==> src/core/nibble_port_defs.svh <==
// Purpose: shared constants for the nibble host packet port
// Assumes: 25 MHz core clock
// Notes: times are kept in their own unit, cycle counts derive from them
`ifndef NIBBLE_PORT_DEFS_SVH
`define NIBBLE_PORT_DEFS_SVH

`define CLK_KHZ 25000
// memory map
`define FLAGS_ADDR 6'h00
`define SLEEP_CODE_ADDR 6'h03
`define SETTLE_ADDR 6'h05
`define BOOT_FLAGS_ADDR 6'h08
`define NV_LAST_ADDR 6'h3F
`define FLAGS_RESET 8'h00
// nv defaults for the parameter area
`define NV_DEF_01 8'hA0
`define NV_DEF_02 8'hFF
`define NV_DEF_03 8'h05
`define NV_DEF_04 8'h1E
`define NV_DEF_05 8'h1E
`define NV_DEF_06 8'h03
`define NV_DEF_07 8'h01
`define NV_DEF_OTHER 8'h00
// control byte fields
`define CLASS_BIT 7
`define WRITE_BIT 6
`define MAX_PACKET_BYTES 28
`define MAX_USER_BYTES 5'd27
// operating_flags fields
`define PS0_BIT 0
`define PS1_BIT 1
`define RTO_BIT 2
`define HTO_BIT 3
`define UNLOCK_BIT 4
// timing
`define INIT_TIME_MS 1
`define INIT_CYCLES (`INIT_TIME_MS * `CLK_KHZ)
`define NV_WRITE_MS 10
`define NV_WRITE_CYCLES (`NV_WRITE_MS * `CLK_KHZ)
`define TIMEOUT_MS 2900
`define TIMEOUT_CYCLES (`TIMEOUT_MS * `CLK_KHZ)
`define OFF_BASE_MS 22
`define OFF_BASE_CYCLES (`OFF_BASE_MS * `CLK_KHZ)
`define LISTEN_EXTRA_MS 1
`define LISTEN_EXTRA_CYCLES (`LISTEN_EXTRA_MS * `CLK_KHZ)
`define SETTLE_UNIT_US 100
`define SETTLE_UNIT_CYCLES ((`SETTLE_UNIT_US * `CLK_KHZ) / 1000)

`endif

==> src/core/nibble_port_pkg.sv <==
// Purpose: state types for the nibble host packet port
// Assumes: nothing
// Notes: constants live in nibble_port_defs.svh
package nibble_port_pkg;
  typedef enum logic [2:0] {
    ST_INIT, ST_IDLE, ST_DL_ACC, ST_DL_REL, ST_UL_REQ, ST_UL_PUT
  } port_state_t;
  typedef enum logic [1:0] {PW_LISTEN, PW_OFF} pwr_state_t;
endpackage : nibble_port_pkg

==> src/core/nibble_host_packet_port.sv <==
// Purpose: device end of the 4-bit handshake packet port to a host
// Assumes: radio side supplies received bytes and preamble flags
// Notes: handshake pins and bus inputs are synchronised before use
//
// Overview of operation
// - each byte moves as two nibbles, low nibble first
// - a packet holds 1 to 28 bytes, control byte first
// - download: request low, accept low, request high, accept high
// - first request answered within 1ms, later nibbles quickly
// - requests ignored while receiving, granted after a failed reception
// - valid received packet is uploaded before a pending download
// - upload: request low, accept low, drive nibble request high, accept high
// - bus drivers turn off only after the last upload nibble
// - class bit clear means radio data packet, up to 27 user bytes
// - class bit set means memory access, bit 6 write, low bits address
// - read answers echo plus contents; write gets no reply
// - writes to 01 to 3F program nv storage, 10ms each
// - nv write needs unlock bit, cleared after each nv write
// - unlock not needed for reads or writes to address 00
// - operating_flags loads from nv location 08 at pin reset or timeout reset
// - power level bits pick continuous, programmable, fixed 2.9s, or off
// - host request wakes at once; listen settle plus 1ms, then sleep
// - programmable off time is 22ms doubled per code step
// - radio timeout resets after 2.9s plain preamble, not wake preamble
// - host timeout resets when host stalls a handshake for 2.9s
// - handshake lines active low, data lines true
// - bus high impedance between packets, driven from accept to end
`timescale 1ns/10ps
`include "nibble_port_defs.svh"
module nibble_host_packet_port #(
  parameter logic [31:0] INIT_CYCLES = `INIT_CYCLES,
  parameter logic [31:0] TIMEOUT_CYCLES = `TIMEOUT_CYCLES,
  parameter logic [31:0] OFF_BASE_CYCLES = `OFF_BASE_CYCLES,
  parameter logic [31:0] LISTEN_EXTRA_CYCLES = `LISTEN_EXTRA_CYCLES,
  parameter logic [31:0] NV_WRITE_CYCLES = `NV_WRITE_CYCLES
) (
  // clock and resets
  input wire logic i_clk,
  input wire logic i_resetn,
  input wire logic i_power_on_n,
  // host handshake pins, active low
  input wire logic i_host_send_request_n,
  output logic o_host_send_accept_n,
  output logic o_device_send_request_n,
  input wire logic i_device_send_accept_n,
  // nibble bus, nibble_line_0 is bit 0
  input wire logic [3:0] i_nibble,
  output logic [3:0] o_nibble,
  output logic o_nibble_oe,
  // bytes toward the transmitter
  output logic [7:0] o_tx_byte,
  output logic o_tx_valid,
  output logic o_tx_last,
  // bytes from the receiver
  input wire logic i_rx_busy,
  input wire logic i_rx_byte_valid,
  input wire logic [7:0] i_rx_byte,
  input wire logic i_rx_end,
  input wire logic i_rx_good,
  input wire logic i_preamble,
  input wire logic i_wake_preamble,
  // power and status
  output logic o_rx_enable,
  output logic o_self_reset,
  output logic [7:0] o_operating_flags
);
  nibble_port_pkg::port_state_t state_reg, st_prev_reg;
  nibble_port_pkg::pwr_state_t pwr_reg;
  logic [5:0] sync1_reg, sync2_reg;
  logic [7:0] flags_reg, ctrl_reg, rx_buf [0:`MAX_PACKET_BYTES-1];
  logic [3:0] dl_lo_reg;
  logic dl_phase_reg, dl_last_reg, ul_phase_reg, ul_mem_reg, rx_pending_reg, nv_wr_reg;
  logic [4:0] dl_cnt_reg, dl_need_reg, ul_idx_reg, rx_ptr_reg, rx_len_reg;
  logic [7:0] nv_wdata_reg;
  logic [31:0] init_cnt_reg, hto_cnt_reg, rto_cnt_reg, pwr_cnt_reg;
  logic rst;
  logic [7:0] nv_rd_data, nv_settle, nv_boot;
  logic [2:0] nv_sleep_code;
  logic nv_busy;

  // two-stage synchroniser per async input bit; one vector keeps every index in range
  wire [5:0] async_in = {i_device_send_accept_n, i_host_send_request_n, i_nibble};
  for (genvar b = 0; b < 6; b++) begin : g_sync
    always_ff @(posedge i_clk) begin
      sync1_reg[b] <= async_in[b];
      sync2_reg[b] <= sync1_reg[b];
    end
  end
  wire [3:0] nib_s = sync2_reg[3:0];
  wire hsr_low = !sync2_reg[4];
  wire dsa_low = !sync2_reg[5];

  // internal reset: pin or a timeout
  assign rst = !i_resetn || o_self_reset;
  assign o_operating_flags = flags_reg;

  // download byte decode
  wire [7:0] dl_byte = {nib_s, dl_lo_reg};
  wire [4:0] user_len = (dl_byte[4:0] > `MAX_USER_BYTES) ? `MAX_USER_BYTES : dl_byte[4:0];
  wire [4:0] first_need = dl_byte[`CLASS_BIT] ? (dl_byte[`WRITE_BIT] ? 5'h02 : 5'h01)
                                              : 5'(user_len + 5'h01);
  wire [4:0] dl_need = (dl_cnt_reg == 5'h00) ? first_need : dl_need_reg;
  wire dl_is_data = (dl_cnt_reg == 5'h00) ? !dl_byte[`CLASS_BIT] : !ctrl_reg[`CLASS_BIT];
  wire dl_byte_last = (5'(dl_cnt_reg + 5'h01) == dl_need);
  wire mem_wr_byte = (dl_cnt_reg == 5'h01) && ctrl_reg[`CLASS_BIT] && ctrl_reg[`WRITE_BIT];
  wire [5:0] mem_addr = ctrl_reg[5:0];
  wire mem_rd_pkt = ctrl_reg[`CLASS_BIT] && !ctrl_reg[`WRITE_BIT];

  // upload byte select: echo then contents, or the radio buffer
  wire [7:0] mem_rd_val = (mem_addr == `FLAGS_ADDR) ? flags_reg : nv_rd_data;
  wire [7:0] ul_byte = ul_mem_reg ? ((ul_idx_reg == 5'h00) ? ctrl_reg : mem_rd_val)
                                  : rx_buf[ul_idx_reg];
  wire [4:0] ul_total = ul_mem_reg ? 5'h02 : rx_len_reg;
  wire ul_last = ul_phase_reg && (5'(ul_idx_reg + 5'h01) == ul_total);
  wire dl_start_ok = hsr_low && !i_rx_busy && !nv_busy;

  // handshake state machine
  always_ff @(posedge i_clk) begin
    if (rst) begin
      state_reg <= nibble_port_pkg::ST_INIT;
      o_host_send_accept_n <= 1'b1;
      o_device_send_request_n <= 1'b1;
      o_nibble_oe <= 1'b0;
      o_nibble <= 4'h0;
      dl_phase_reg <= 1'b0;
      dl_cnt_reg <= 5'h00;
      dl_last_reg <= 1'b0;
      ul_phase_reg <= 1'b0;
      ul_idx_reg <= 5'h00;
      ul_mem_reg <= 1'b0;
      init_cnt_reg <= 32'h0;
    end else begin
      case (state_reg)
        nibble_port_pkg::ST_INIT: begin
          // host requests are not looked at until the flags are loaded
          init_cnt_reg <= init_cnt_reg + 32'h1;
          if (init_cnt_reg == INIT_CYCLES - 32'h1) begin
            state_reg <= nibble_port_pkg::ST_IDLE;
          end
        end
        nibble_port_pkg::ST_IDLE: begin
          dl_cnt_reg <= 5'h00;
          dl_phase_reg <= 1'b0;
          if (rx_pending_reg) begin
            ul_mem_reg <= 1'b0;
            ul_idx_reg <= 5'h00;
            ul_phase_reg <= 1'b0;
            o_device_send_request_n <= 1'b0;
            state_reg <= nibble_port_pkg::ST_UL_REQ;
          end else if (dl_start_ok) begin
            o_host_send_accept_n <= 1'b0;
            state_reg <= nibble_port_pkg::ST_DL_ACC;
          end
        end
        nibble_port_pkg::ST_DL_ACC: begin
          if (!hsr_low) begin
            o_host_send_accept_n <= 1'b1;
            dl_phase_reg <= !dl_phase_reg;
            dl_lo_reg <= nib_s;
            if (dl_phase_reg) begin
              dl_cnt_reg <= 5'(dl_cnt_reg + 5'h01);
              dl_last_reg <= dl_byte_last;
            end else begin
              dl_last_reg <= 1'b0;
            end
            state_reg <= nibble_port_pkg::ST_DL_REL;
          end
        end
        nibble_port_pkg::ST_DL_REL: begin
          if (dl_last_reg && mem_rd_pkt) begin
            ul_mem_reg <= 1'b1;
            ul_idx_reg <= 5'h00;
            ul_phase_reg <= 1'b0;
            o_device_send_request_n <= 1'b0;
            state_reg <= nibble_port_pkg::ST_UL_REQ;
          end else if (dl_last_reg) begin
            state_reg <= nibble_port_pkg::ST_IDLE;
          end else if (hsr_low) begin
            o_host_send_accept_n <= 1'b0;
            state_reg <= nibble_port_pkg::ST_DL_ACC;
          end
        end
        nibble_port_pkg::ST_UL_REQ: begin
          if (dsa_low) begin
            o_nibble_oe <= 1'b1;
            o_nibble <= ul_phase_reg ? ul_byte[7:4] : ul_byte[3:0];
            o_device_send_request_n <= 1'b1;
            state_reg <= nibble_port_pkg::ST_UL_PUT;
          end
        end
        nibble_port_pkg::ST_UL_PUT: begin
          if (!dsa_low) begin
            ul_phase_reg <= !ul_phase_reg;
            if (ul_phase_reg) begin
              ul_idx_reg <= 5'(ul_idx_reg + 5'h01);
            end
            if (ul_last) begin
              o_nibble_oe <= 1'b0;
              state_reg <= nibble_port_pkg::ST_IDLE;
            end else begin
              o_device_send_request_n <= 1'b0;
              state_reg <= nibble_port_pkg::ST_UL_REQ;
            end
          end
        end
        default: state_reg <= nibble_port_pkg::ST_IDLE;
      endcase
    end
  end

  // completed download bytes: transmitter stream and memory writes
  wire byte_done = (state_reg == nibble_port_pkg::ST_DL_ACC) && !hsr_low && dl_phase_reg;
  wire nv_target = (mem_addr != `FLAGS_ADDR) && (mem_addr <= `NV_LAST_ADDR);
  always_ff @(posedge i_clk) begin
    if (rst) begin
      o_tx_valid <= 1'b0;
      o_tx_last <= 1'b0;
      o_tx_byte <= 8'h00;
      ctrl_reg <= 8'h00;
      dl_need_reg <= 5'h01;
      nv_wr_reg <= 1'b0;
      nv_wdata_reg <= 8'h00;
    end else begin
      o_tx_valid <= byte_done && dl_is_data;
      o_tx_last <= byte_done && dl_is_data && dl_byte_last;
      nv_wr_reg <= byte_done && mem_wr_byte && nv_target && flags_reg[`UNLOCK_BIT];
      if (byte_done) begin
        o_tx_byte <= dl_byte;
        nv_wdata_reg <= dl_byte;
        if (dl_cnt_reg == 5'h00) begin
          ctrl_reg <= dl_byte;
          dl_need_reg <= first_need;
        end
      end
    end
  end

  // operating_flags: loaded from nv at every pin or timeout reset, written at address 00
  always_ff @(posedge i_clk) begin
    if (rst) begin
      flags_reg <= `FLAGS_RESET;
    end else if ((state_reg == nibble_port_pkg::ST_INIT) && (init_cnt_reg == 32'h1)) begin
      flags_reg <= nv_boot;
    end else if (byte_done && mem_wr_byte && (mem_addr == `FLAGS_ADDR)) begin
      flags_reg <= dl_byte;
    end else if (nv_wr_reg) begin
      flags_reg[`UNLOCK_BIT] <= 1'b0;
    end
  end

  // received packet buffer; a new pending packet wins over the clear
  wire ul_done = (state_reg == nibble_port_pkg::ST_UL_PUT) && !dsa_low && ul_last;
  always_ff @(posedge i_clk) begin
    if (rst) begin
      rx_ptr_reg <= 5'h00;
      rx_len_reg <= 5'h00;
      rx_pending_reg <= 1'b0;
    end else begin
      if (i_rx_byte_valid && !rx_pending_reg && (rx_ptr_reg < 5'(`MAX_PACKET_BYTES))) begin
        rx_buf[rx_ptr_reg] <= i_rx_byte;
        rx_ptr_reg <= 5'(rx_ptr_reg + 5'h01);
      end
      if (i_rx_end) begin
        rx_ptr_reg <= 5'h00;
      end
      if (i_rx_end && i_rx_good && !rx_pending_reg && (rx_ptr_reg != 5'h00)) begin
        rx_pending_reg <= 1'b1;
        rx_len_reg <= rx_ptr_reg;
      end else if (ul_done && !ul_mem_reg) begin
        rx_pending_reg <= 1'b0;
      end
    end
  end

  // host and radio watchdogs; a stall in any handshake wait counts
  wire host_wait = (state_reg != nibble_port_pkg::ST_INIT) &&
                   (state_reg != nibble_port_pkg::ST_IDLE);
  wire plain_pre = i_preamble && !i_wake_preamble;
  always_ff @(posedge i_clk) begin
    st_prev_reg <= state_reg;
    if (rst) begin
      hto_cnt_reg <= 32'h0;
      rto_cnt_reg <= 32'h0;
    end else begin
      hto_cnt_reg <= (host_wait && (st_prev_reg == state_reg)) ? hto_cnt_reg + 32'h1 : 32'h0;
      rto_cnt_reg <= plain_pre ? rto_cnt_reg + 32'h1 : 32'h0;
    end
  end
  wire hto_fire = flags_reg[`HTO_BIT] && (hto_cnt_reg >= TIMEOUT_CYCLES);
  wire rto_fire = flags_reg[`RTO_BIT] && (rto_cnt_reg > TIMEOUT_CYCLES);
  always_ff @(posedge i_clk) begin
    if (!i_resetn) begin
      o_self_reset <= 1'b0;
    end else begin
      o_self_reset <= !o_self_reset && (hto_fire || rto_fire);
    end
  end

  // idle power control; off time only while nothing is happening
  wire [1:0] ps = {flags_reg[`PS1_BIT], flags_reg[`PS0_BIT]};
  wire [31:0] listen_cycles = 32'(nv_settle) * 32'(`SETTLE_UNIT_CYCLES) + LISTEN_EXTRA_CYCLES;
  wire [31:0] off_cycles = (ps == 2'b01) ? (OFF_BASE_CYCLES << nv_sleep_code)
                                         : TIMEOUT_CYCLES;
  wire busy_any = host_wait || hsr_low || rx_pending_reg || i_rx_busy;
  always_ff @(posedge i_clk) begin
    if (rst) begin
      pwr_reg <= nibble_port_pkg::PW_LISTEN;
      pwr_cnt_reg <= 32'h0;
    end else begin
      case (pwr_reg)
        nibble_port_pkg::PW_LISTEN: begin
          if (busy_any || i_preamble || (ps == 2'b00)) begin
            pwr_cnt_reg <= 32'h0;
          end else if (pwr_cnt_reg >= listen_cycles) begin
            pwr_cnt_reg <= 32'h0;
            pwr_reg <= nibble_port_pkg::PW_OFF;
          end else begin
            pwr_cnt_reg <= pwr_cnt_reg + 32'h1;
          end
        end
        nibble_port_pkg::PW_OFF: begin
          // a host request or a change to mode 00 wakes at once; mode 11 never times out
          if (busy_any || (ps == 2'b00) ||
              ((ps != 2'b11) && (pwr_cnt_reg >= off_cycles))) begin
            pwr_cnt_reg <= 32'h0;
            pwr_reg <= nibble_port_pkg::PW_LISTEN;
          end else begin
            pwr_cnt_reg <= pwr_cnt_reg + 32'h1;
          end
        end
        default: pwr_reg <= nibble_port_pkg::PW_LISTEN;
      endcase
    end
  end
  assign o_rx_enable = (pwr_reg != nibble_port_pkg::PW_OFF);

  // nv storage
  nv_store #(.WRITE_CYCLES(NV_WRITE_CYCLES)) u_nv (
    .i_clk(i_clk),
    .i_resetn(i_resetn),
    .i_power_on_n(i_power_on_n),
    .i_wr(nv_wr_reg),
    .i_addr(mem_addr),
    .i_data(nv_wdata_reg),
    .o_busy(nv_busy),
    .i_rd_addr(mem_addr),
    .o_rd_data(nv_rd_data),
    .o_sleep_code(nv_sleep_code),
    .o_settle(nv_settle),
    .o_boot_flags(nv_boot)
  );

  // checks
  chk_accept_after_req: assert property (@(posedge i_clk) disable iff (rst)
    $fell(o_host_send_accept_n) |-> $past(hsr_low) && !$past(i_rx_busy))
    else $error("accept without a synced request");
  chk_pending_first: assert property (@(posedge i_clk) disable iff (rst)
    (state_reg == nibble_port_pkg::ST_IDLE) && rx_pending_reg |=> !o_device_send_request_n
      && o_host_send_accept_n)
    else $error("pending packet not offered first");
  chk_oe_held_upload: assert property (@(posedge i_clk) disable iff (rst)
    (state_reg == nibble_port_pkg::ST_UL_PUT) && !ul_last |=> o_nibble_oe)
    else $error("bus released before last nibble");
  chk_low_nibble_first: assert property (@(posedge i_clk) disable iff (rst)
    $rose(o_nibble_oe) |-> (o_nibble == $past(ul_byte[3:0])))
    else $error("upload did not start with low nibble");
  chk_nv_unlock: assert property (@(posedge i_clk) disable iff (rst)
    nv_wr_reg |-> $past(flags_reg[`UNLOCK_BIT]) ##1 !flags_reg[`UNLOCK_BIT])
    else $error("nv write without unlock or unlock kept");
  chk_no_idle_oe: assert property (@(posedge i_clk) disable iff (rst)
    (state_reg == nibble_port_pkg::ST_IDLE) && $past(state_reg == nibble_port_pkg::ST_IDLE)
      |-> !o_nibble_oe)
    else $error("bus driven between packets");
  chk_host_wakes: assert property (@(posedge i_clk) disable iff (rst)
    (pwr_reg == nibble_port_pkg::PW_OFF) && hsr_low |=> o_rx_enable)
    else $error("host request did not wake");
  chk_host_timeout: assert property (@(posedge i_clk) disable iff (!i_resetn)
    hto_fire && !o_self_reset |=> o_self_reset)
    else $error("host timeout did not reset");
  chk_flags_boot: assert property (@(posedge i_clk) disable iff (rst)
    (state_reg == nibble_port_pkg::ST_INIT) && (init_cnt_reg == 32'h1) |=>
      (flags_reg == $past(nv_boot)))
    else $error("flags not loaded from nv");
endmodule : nibble_host_packet_port

==> src/core/nv_store.sv <==
// Purpose: 64-byte non-volatile store with write-busy timing
// Assumes: one write at a time, caller waits while busy
// Notes: contents survive i_resetn, only power-on loads defaults
`timescale 1ns/10ps
`include "nibble_port_defs.svh"
module nv_store #(
  parameter logic [31:0] WRITE_CYCLES = `NV_WRITE_CYCLES
) (
  // clock and resets
  input wire logic i_clk,
  input wire logic i_resetn,
  input wire logic i_power_on_n,
  // write port
  input wire logic i_wr,
  input wire logic [5:0] i_addr,
  input wire logic [7:0] i_data,
  output logic o_busy,
  // read ports
  input wire logic [5:0] i_rd_addr,
  output logic [7:0] o_rd_data,
  output logic [2:0] o_sleep_code,
  output logic [7:0] o_settle,
  output logic [7:0] o_boot_flags
);
  logic [7:0] mem [0:63];
  logic [31:0] busy_reg;

  function automatic logic [7:0] nv_default(input logic [5:0] a);
    case (a)
      6'h01: nv_default = `NV_DEF_01;
      6'h02: nv_default = `NV_DEF_02;
      6'h03: nv_default = `NV_DEF_03;
      6'h04: nv_default = `NV_DEF_04;
      6'h05: nv_default = `NV_DEF_05;
      6'h06: nv_default = `NV_DEF_06;
      6'h07: nv_default = `NV_DEF_07;
      default: nv_default = `NV_DEF_OTHER;
    endcase
  endfunction : nv_default

  // storage cells, one generate entry per byte
  for (genvar g = 0; g < 64; g++) begin : g_cell
    always_ff @(posedge i_clk) begin
      if (!i_power_on_n) begin
        mem[g] <= nv_default(6'(g));
      end else if (i_wr && !o_busy && (i_addr == 6'(g))) begin
        mem[g] <= i_data;
      end
    end
  end

  // write busy for the full programming time
  always_ff @(posedge i_clk) begin
    if (!i_resetn || !i_power_on_n) begin
      busy_reg <= 32'h0;
    end else if (i_wr && !o_busy) begin
      busy_reg <= WRITE_CYCLES;
    end else if (busy_reg != 32'h0) begin
      busy_reg <= busy_reg - 32'h1;
    end
  end
  assign o_busy = (busy_reg != 32'h0);

  // registered reads, one cycle late
  always_ff @(posedge i_clk) begin
    o_rd_data <= mem[i_rd_addr];
    o_sleep_code <= mem[`SLEEP_CODE_ADDR][2:0];
    o_settle <= mem[`SETTLE_ADDR];
    o_boot_flags <= mem[`BOOT_FLAGS_ADDR];
  end
endmodule : nv_store

==> config.mk <==
export PLATFORM = sky130hd
export DESIGN_NAME = nibble_host_packet_port
export DESIGN_NICKNAME = d
export VERILOG_FILES = /design/src/core/nibble_port_pkg.sv /design/src/core/nibble_host_packet_port.sv /design/src/core/nv_store.sv
export VERILOG_INCLUDE_DIRS = /design/src /design/src/core
export SDC_FILE = /design/constraint.sdc
export NUM_CORES = 2
export LEC_CHECK = 0
export ABC_AREA = 0
export BUFFER_PORTS_ARGS = -buffer_cell sky130_fd_sc_hd__buf_2
export CORE_MARGIN = 2
export CORE_UTILIZATION = 45
export DETAILED_ROUTE_END_ITERATION = 8
export GPL_ROUTABILITY_DRIVEN = 1
export HOLD_SLACK_MARGIN = 0.05
export PLACE_DENSITY = 0.56
export SYNTH_ARGS = -nofsm -noshare
export SYNTH_HDL_FRONTEND = slang
export SYNTH_HIERARCHICAL = 1
export SYNTH_SLANG_ARGS = --single-unit
==> constraint.sdc <==
create_clock -name i_clk -period 11.6 [get_ports i_clk]
set_input_delay 2.32 -clock i_clk [delete_from_list [all_inputs] [get_ports i_clk]]
set_output_delay 2.32 -clock i_clk [all_outputs]
set_load 0.005 [all_outputs]
==> summary.txt <==
Power and ir drop
  • Combinational Power Share: 11.8%
  • Sw power: 0.00220 W
  • Maximum vdd drop: 0.159 mV
  • PD cells: 166 nW/um^2
  • Pint: 0.00640 W
  • Switch share: 25.6%
  • Design Power: 0.00861 W
  • LEAKAGE: 16.7 nW
  • Clock power frac: 40.8%
  • Sequential share of power: 47.5%

Clock network
  • Post-CTS setup buffer count: 0
  • Clk pin slew, worst setup/hold paths: 60 ps
  • Clock root buffer: clkbuf_16
  • Post-cts resize count: 0
  • Clock buffer count from CTS: 108
  • Clock sink count: 1016
  • Worst-skew pair later-pin latency: 730 ps
  • CTS Hold Buffers Added: 0
  • Htree depth: 3
  • Deepest clock path buffer count: 3
  • CTS tree: yes

Yosys
  • Sequential area share after synthesis: 59.6%
  • Synth Area in Compound Gates: 6.04%
  • Net Count, Synth: 3977
  • Main combinational cell family by area after synthesis: simple AND/OR/NAND/NOR gates
  • Post-Synth Adder-Cell Area: 3.39%
  • Largest area contributor in the netlist: edfxtp_1
  • Synth area leaders: edfxtp_1, dfxtp_1, mux4_2
  • #FFs+latches synth: 1016
  • Avg Synthesized Cell Area: 12.1 um^2
  • Top FF cell, synth: edfxtp_1
  • Synthesized instance count: 3835
  • Post-synth EDFFs: 740
  • Ys Warns: 6
  • Mux contribution to synthesized area: 10.1%
  • Distinct cells, synth: 80
  • Syn Std Cell Area: 46600 um^2
  • Synth Area in XOR/XNOR: 3.07%
  • Asr flop ratio synth: 0%
  • Simple-Gate Fraction of Synth Area: 15.2%
  • Yosys top cell area share: 47.7%

Global routing
  • Antenna violations before repair: 2
  • Vias in the first global route: 30.0k
  • Grt total ovfl: 0
  • Largest net degree at the start of global routing: 81
  • First-pass GRT wire length: 188000 um
  • GRT Util Overall: 23.1%

STA
  • Tmin final: 6360 ps
  • Final Hold Fails: 0
  • RSZ-0062 raised after global routing: false
  • Max-slew violations: 0
  • Worst slew margin: 21.6%
  • Slew @ Worst Pin: 1180 ps
  • Final setup viols: 0
  • Peak Freq: 157 MHz
  • Post-route clock period utilization: 54.8%
  • Worst clock skew: 35.8 ps
  • Setup TNS: 0 ps

Setup path
  • Req. time, crit path: 12170 ps
  • Worst setup SP type: flip-flop
  • Worst path arrival time: 6920 ps
  • CP Capture Type: flip-flop
  • Worst Path Max Fanout: 32
  • Crit path kind: flip-flop to flip-flop

Floorplan
  • I/O pins: 50
  • Site Rows: 118
  • Die height: 326 um
  • Die Area: 106000 um^2
  • DIE WIDTH: 326 um
  • Initial core utilization: 45.2%
  • Core area: 103000 um^2

Cells and area
  • Number of flip-flops in the largest register: 512
  • Area Overhead vs Synth: 11.6%
  • Commonest non-fill, non-tap cell in the layout: nor2_1
  • Antenna cells: 0
  • Biggest register: u_nv/mem
  • Commonest non-fill, non-tap cells in the layout: nor2_1, edfxtp_1, dfxtp_1
  • Largest registers: u_nv/mem (512), rx_buf (224)
  • Share of cells above drive strength 1: 13.7%
  • Fin nets: 3997
  • Number of fill cells: 9086

Route
  • Routed Antenna Nets: 0
  • DRT Pass-1 Iters: 6
  • First DRT Iteration DRCs: 2958
  • Drt drc: 0
  • Via density: 5.77
  • Vias: 30.7k
  • Wire length per cell: 23.1 um
  • Drt total wl: 123000 um

Hold path
  • Worst Hold Class: flip-flop to flip-flop

Placed design
  • Global placement routability congestion: 0.859
  • Post-DP HPWL: 76600 um
  • Port-buffer cells: 49

Flow run
  • Max cap viols: 0

Outcome
  • Status: finished clean
==> power by group through the flow <==
stage	registers (W)	clock network [W]	logic, W
2_1_floorplan	0.00413	0	0.000739
3_3_place_gp	0.00416	0	0.00100
3_5_place_dp	0.00416	0	0.00100
4_1_cts	0.00408	0.00358	0.00101
5_1_grt	0.00410	0.00372	0.00114
6_report	0.00408	0.00351	0.00101
==> final timing paths <==
check,startpoint,endpoint,slack [ps],cells past startpoint
setup / recovery,u_nv/o_settle[3]$_DFF_P_,pwr_cnt_reg[21]$_SDFF_PP0_,5240,25
hold reg to reg,sync1_reg[4]$_DFF_P_,sync2_reg[4]$_DFF_P_,330,0
setup reg to reg,u_nv/o_settle[3]$_DFF_P_,pwr_cnt_reg[21]$_SDFF_PP0_,5240,25
hold / removal,sync1_reg[4]$_DFF_P_,sync2_reg[4]$_DFF_P_,330,0
==> cell type report <==
type,instances,area [um^2],share of cell area (%)
clock buffer,137,2890,5.56
timing repair buffer,146,973,1.87
clock inverter,60,727,1.40
multi-input combinational,2515,17600,33.9
inverter,68,255,0.491
tap,1380,1730,3.32
sequential,1016,27800,53.4
==> per-stage QoR <==
stage / area [um^2] / utilization [%] / cells / hold WS [ps] / setup WS (ps)
CTS: 52000 / 50.4 / 5322 / 329 / 5210
global route: 52000 / 50.4 / 5322 / 334 / 4690
detailed placement: 48400 / 46.9 / 5125 / 312 / 5230
finish: 52000 / 50.4 / 5322 / 329 / 5240
global placement: 48400 / 46.9 / 5125 / 312 / 5400
floorplan: 46600 / - / 3835 / 310 / 6150
==> synth_stat cells (14+ instances only) <==
cell type,number
nand3_1,184
nor3_1,47
a21o_1,14
and2_1,14
clkbuf_1,174
nand2b_1,20
and3_1,40
nand2_1,214
o22ai_1,18
buf_1,24
xnor2_1,69
a22oi_1,18
a21oi_1,115
buf_2,28
nand4_1,45
xor2_1,94
mux4_2,181
o21ai_0,128
a31oi_1,26
nor4_1,27
ha_1,107
or3_1,53
edfxtp_1,740
nor2_1,770
a211oi_1,24
inv_1,67
mux2i_1,53
or4_1,20
dfxtp_1,276
nor2b_1,37
==> per-layer routing <==
metal / wire length [um] / GRT usage, %
met4: 2760 / 6.54
met1: 53700 / 33.0
met2: 57900 / 37.0
met3: 8770 / 3.18
met5: 0 / 0
==> worst max-delay path, stage by stage (launching register included) <==
cell and delay, ps:
dfxtp_1 540, inv_1 80, ha_1 280, inv_1 40
ha_1 260, inv_1 50, fa_1 490, fa_1 610
inv_1 60, ha_1 310, a21o_1 210, a221oi_1 420
a31oi_1 210, xnor2_1 210, nor3_1 260, nand2_1 100
xor2_1 150, ha_1 290, nand2_1 80, nor4_1 390
nand2_1 90, o211ai_1 360, o22ai_1 150, a21oi_2 150
buf_4 340, nor2_1 100
==> cell families after synthesis <==
| logic type | after synthesis |
|---|---|
| flops | 1016 |
| compound gates | 452 |
| simple gates | 1540 |
| fa+ha+maj | 119 |
| xor+xnor | 163 |
| mux | 241 |
| buf+inv | 304 |
Power figures use the tool's default switching activity.
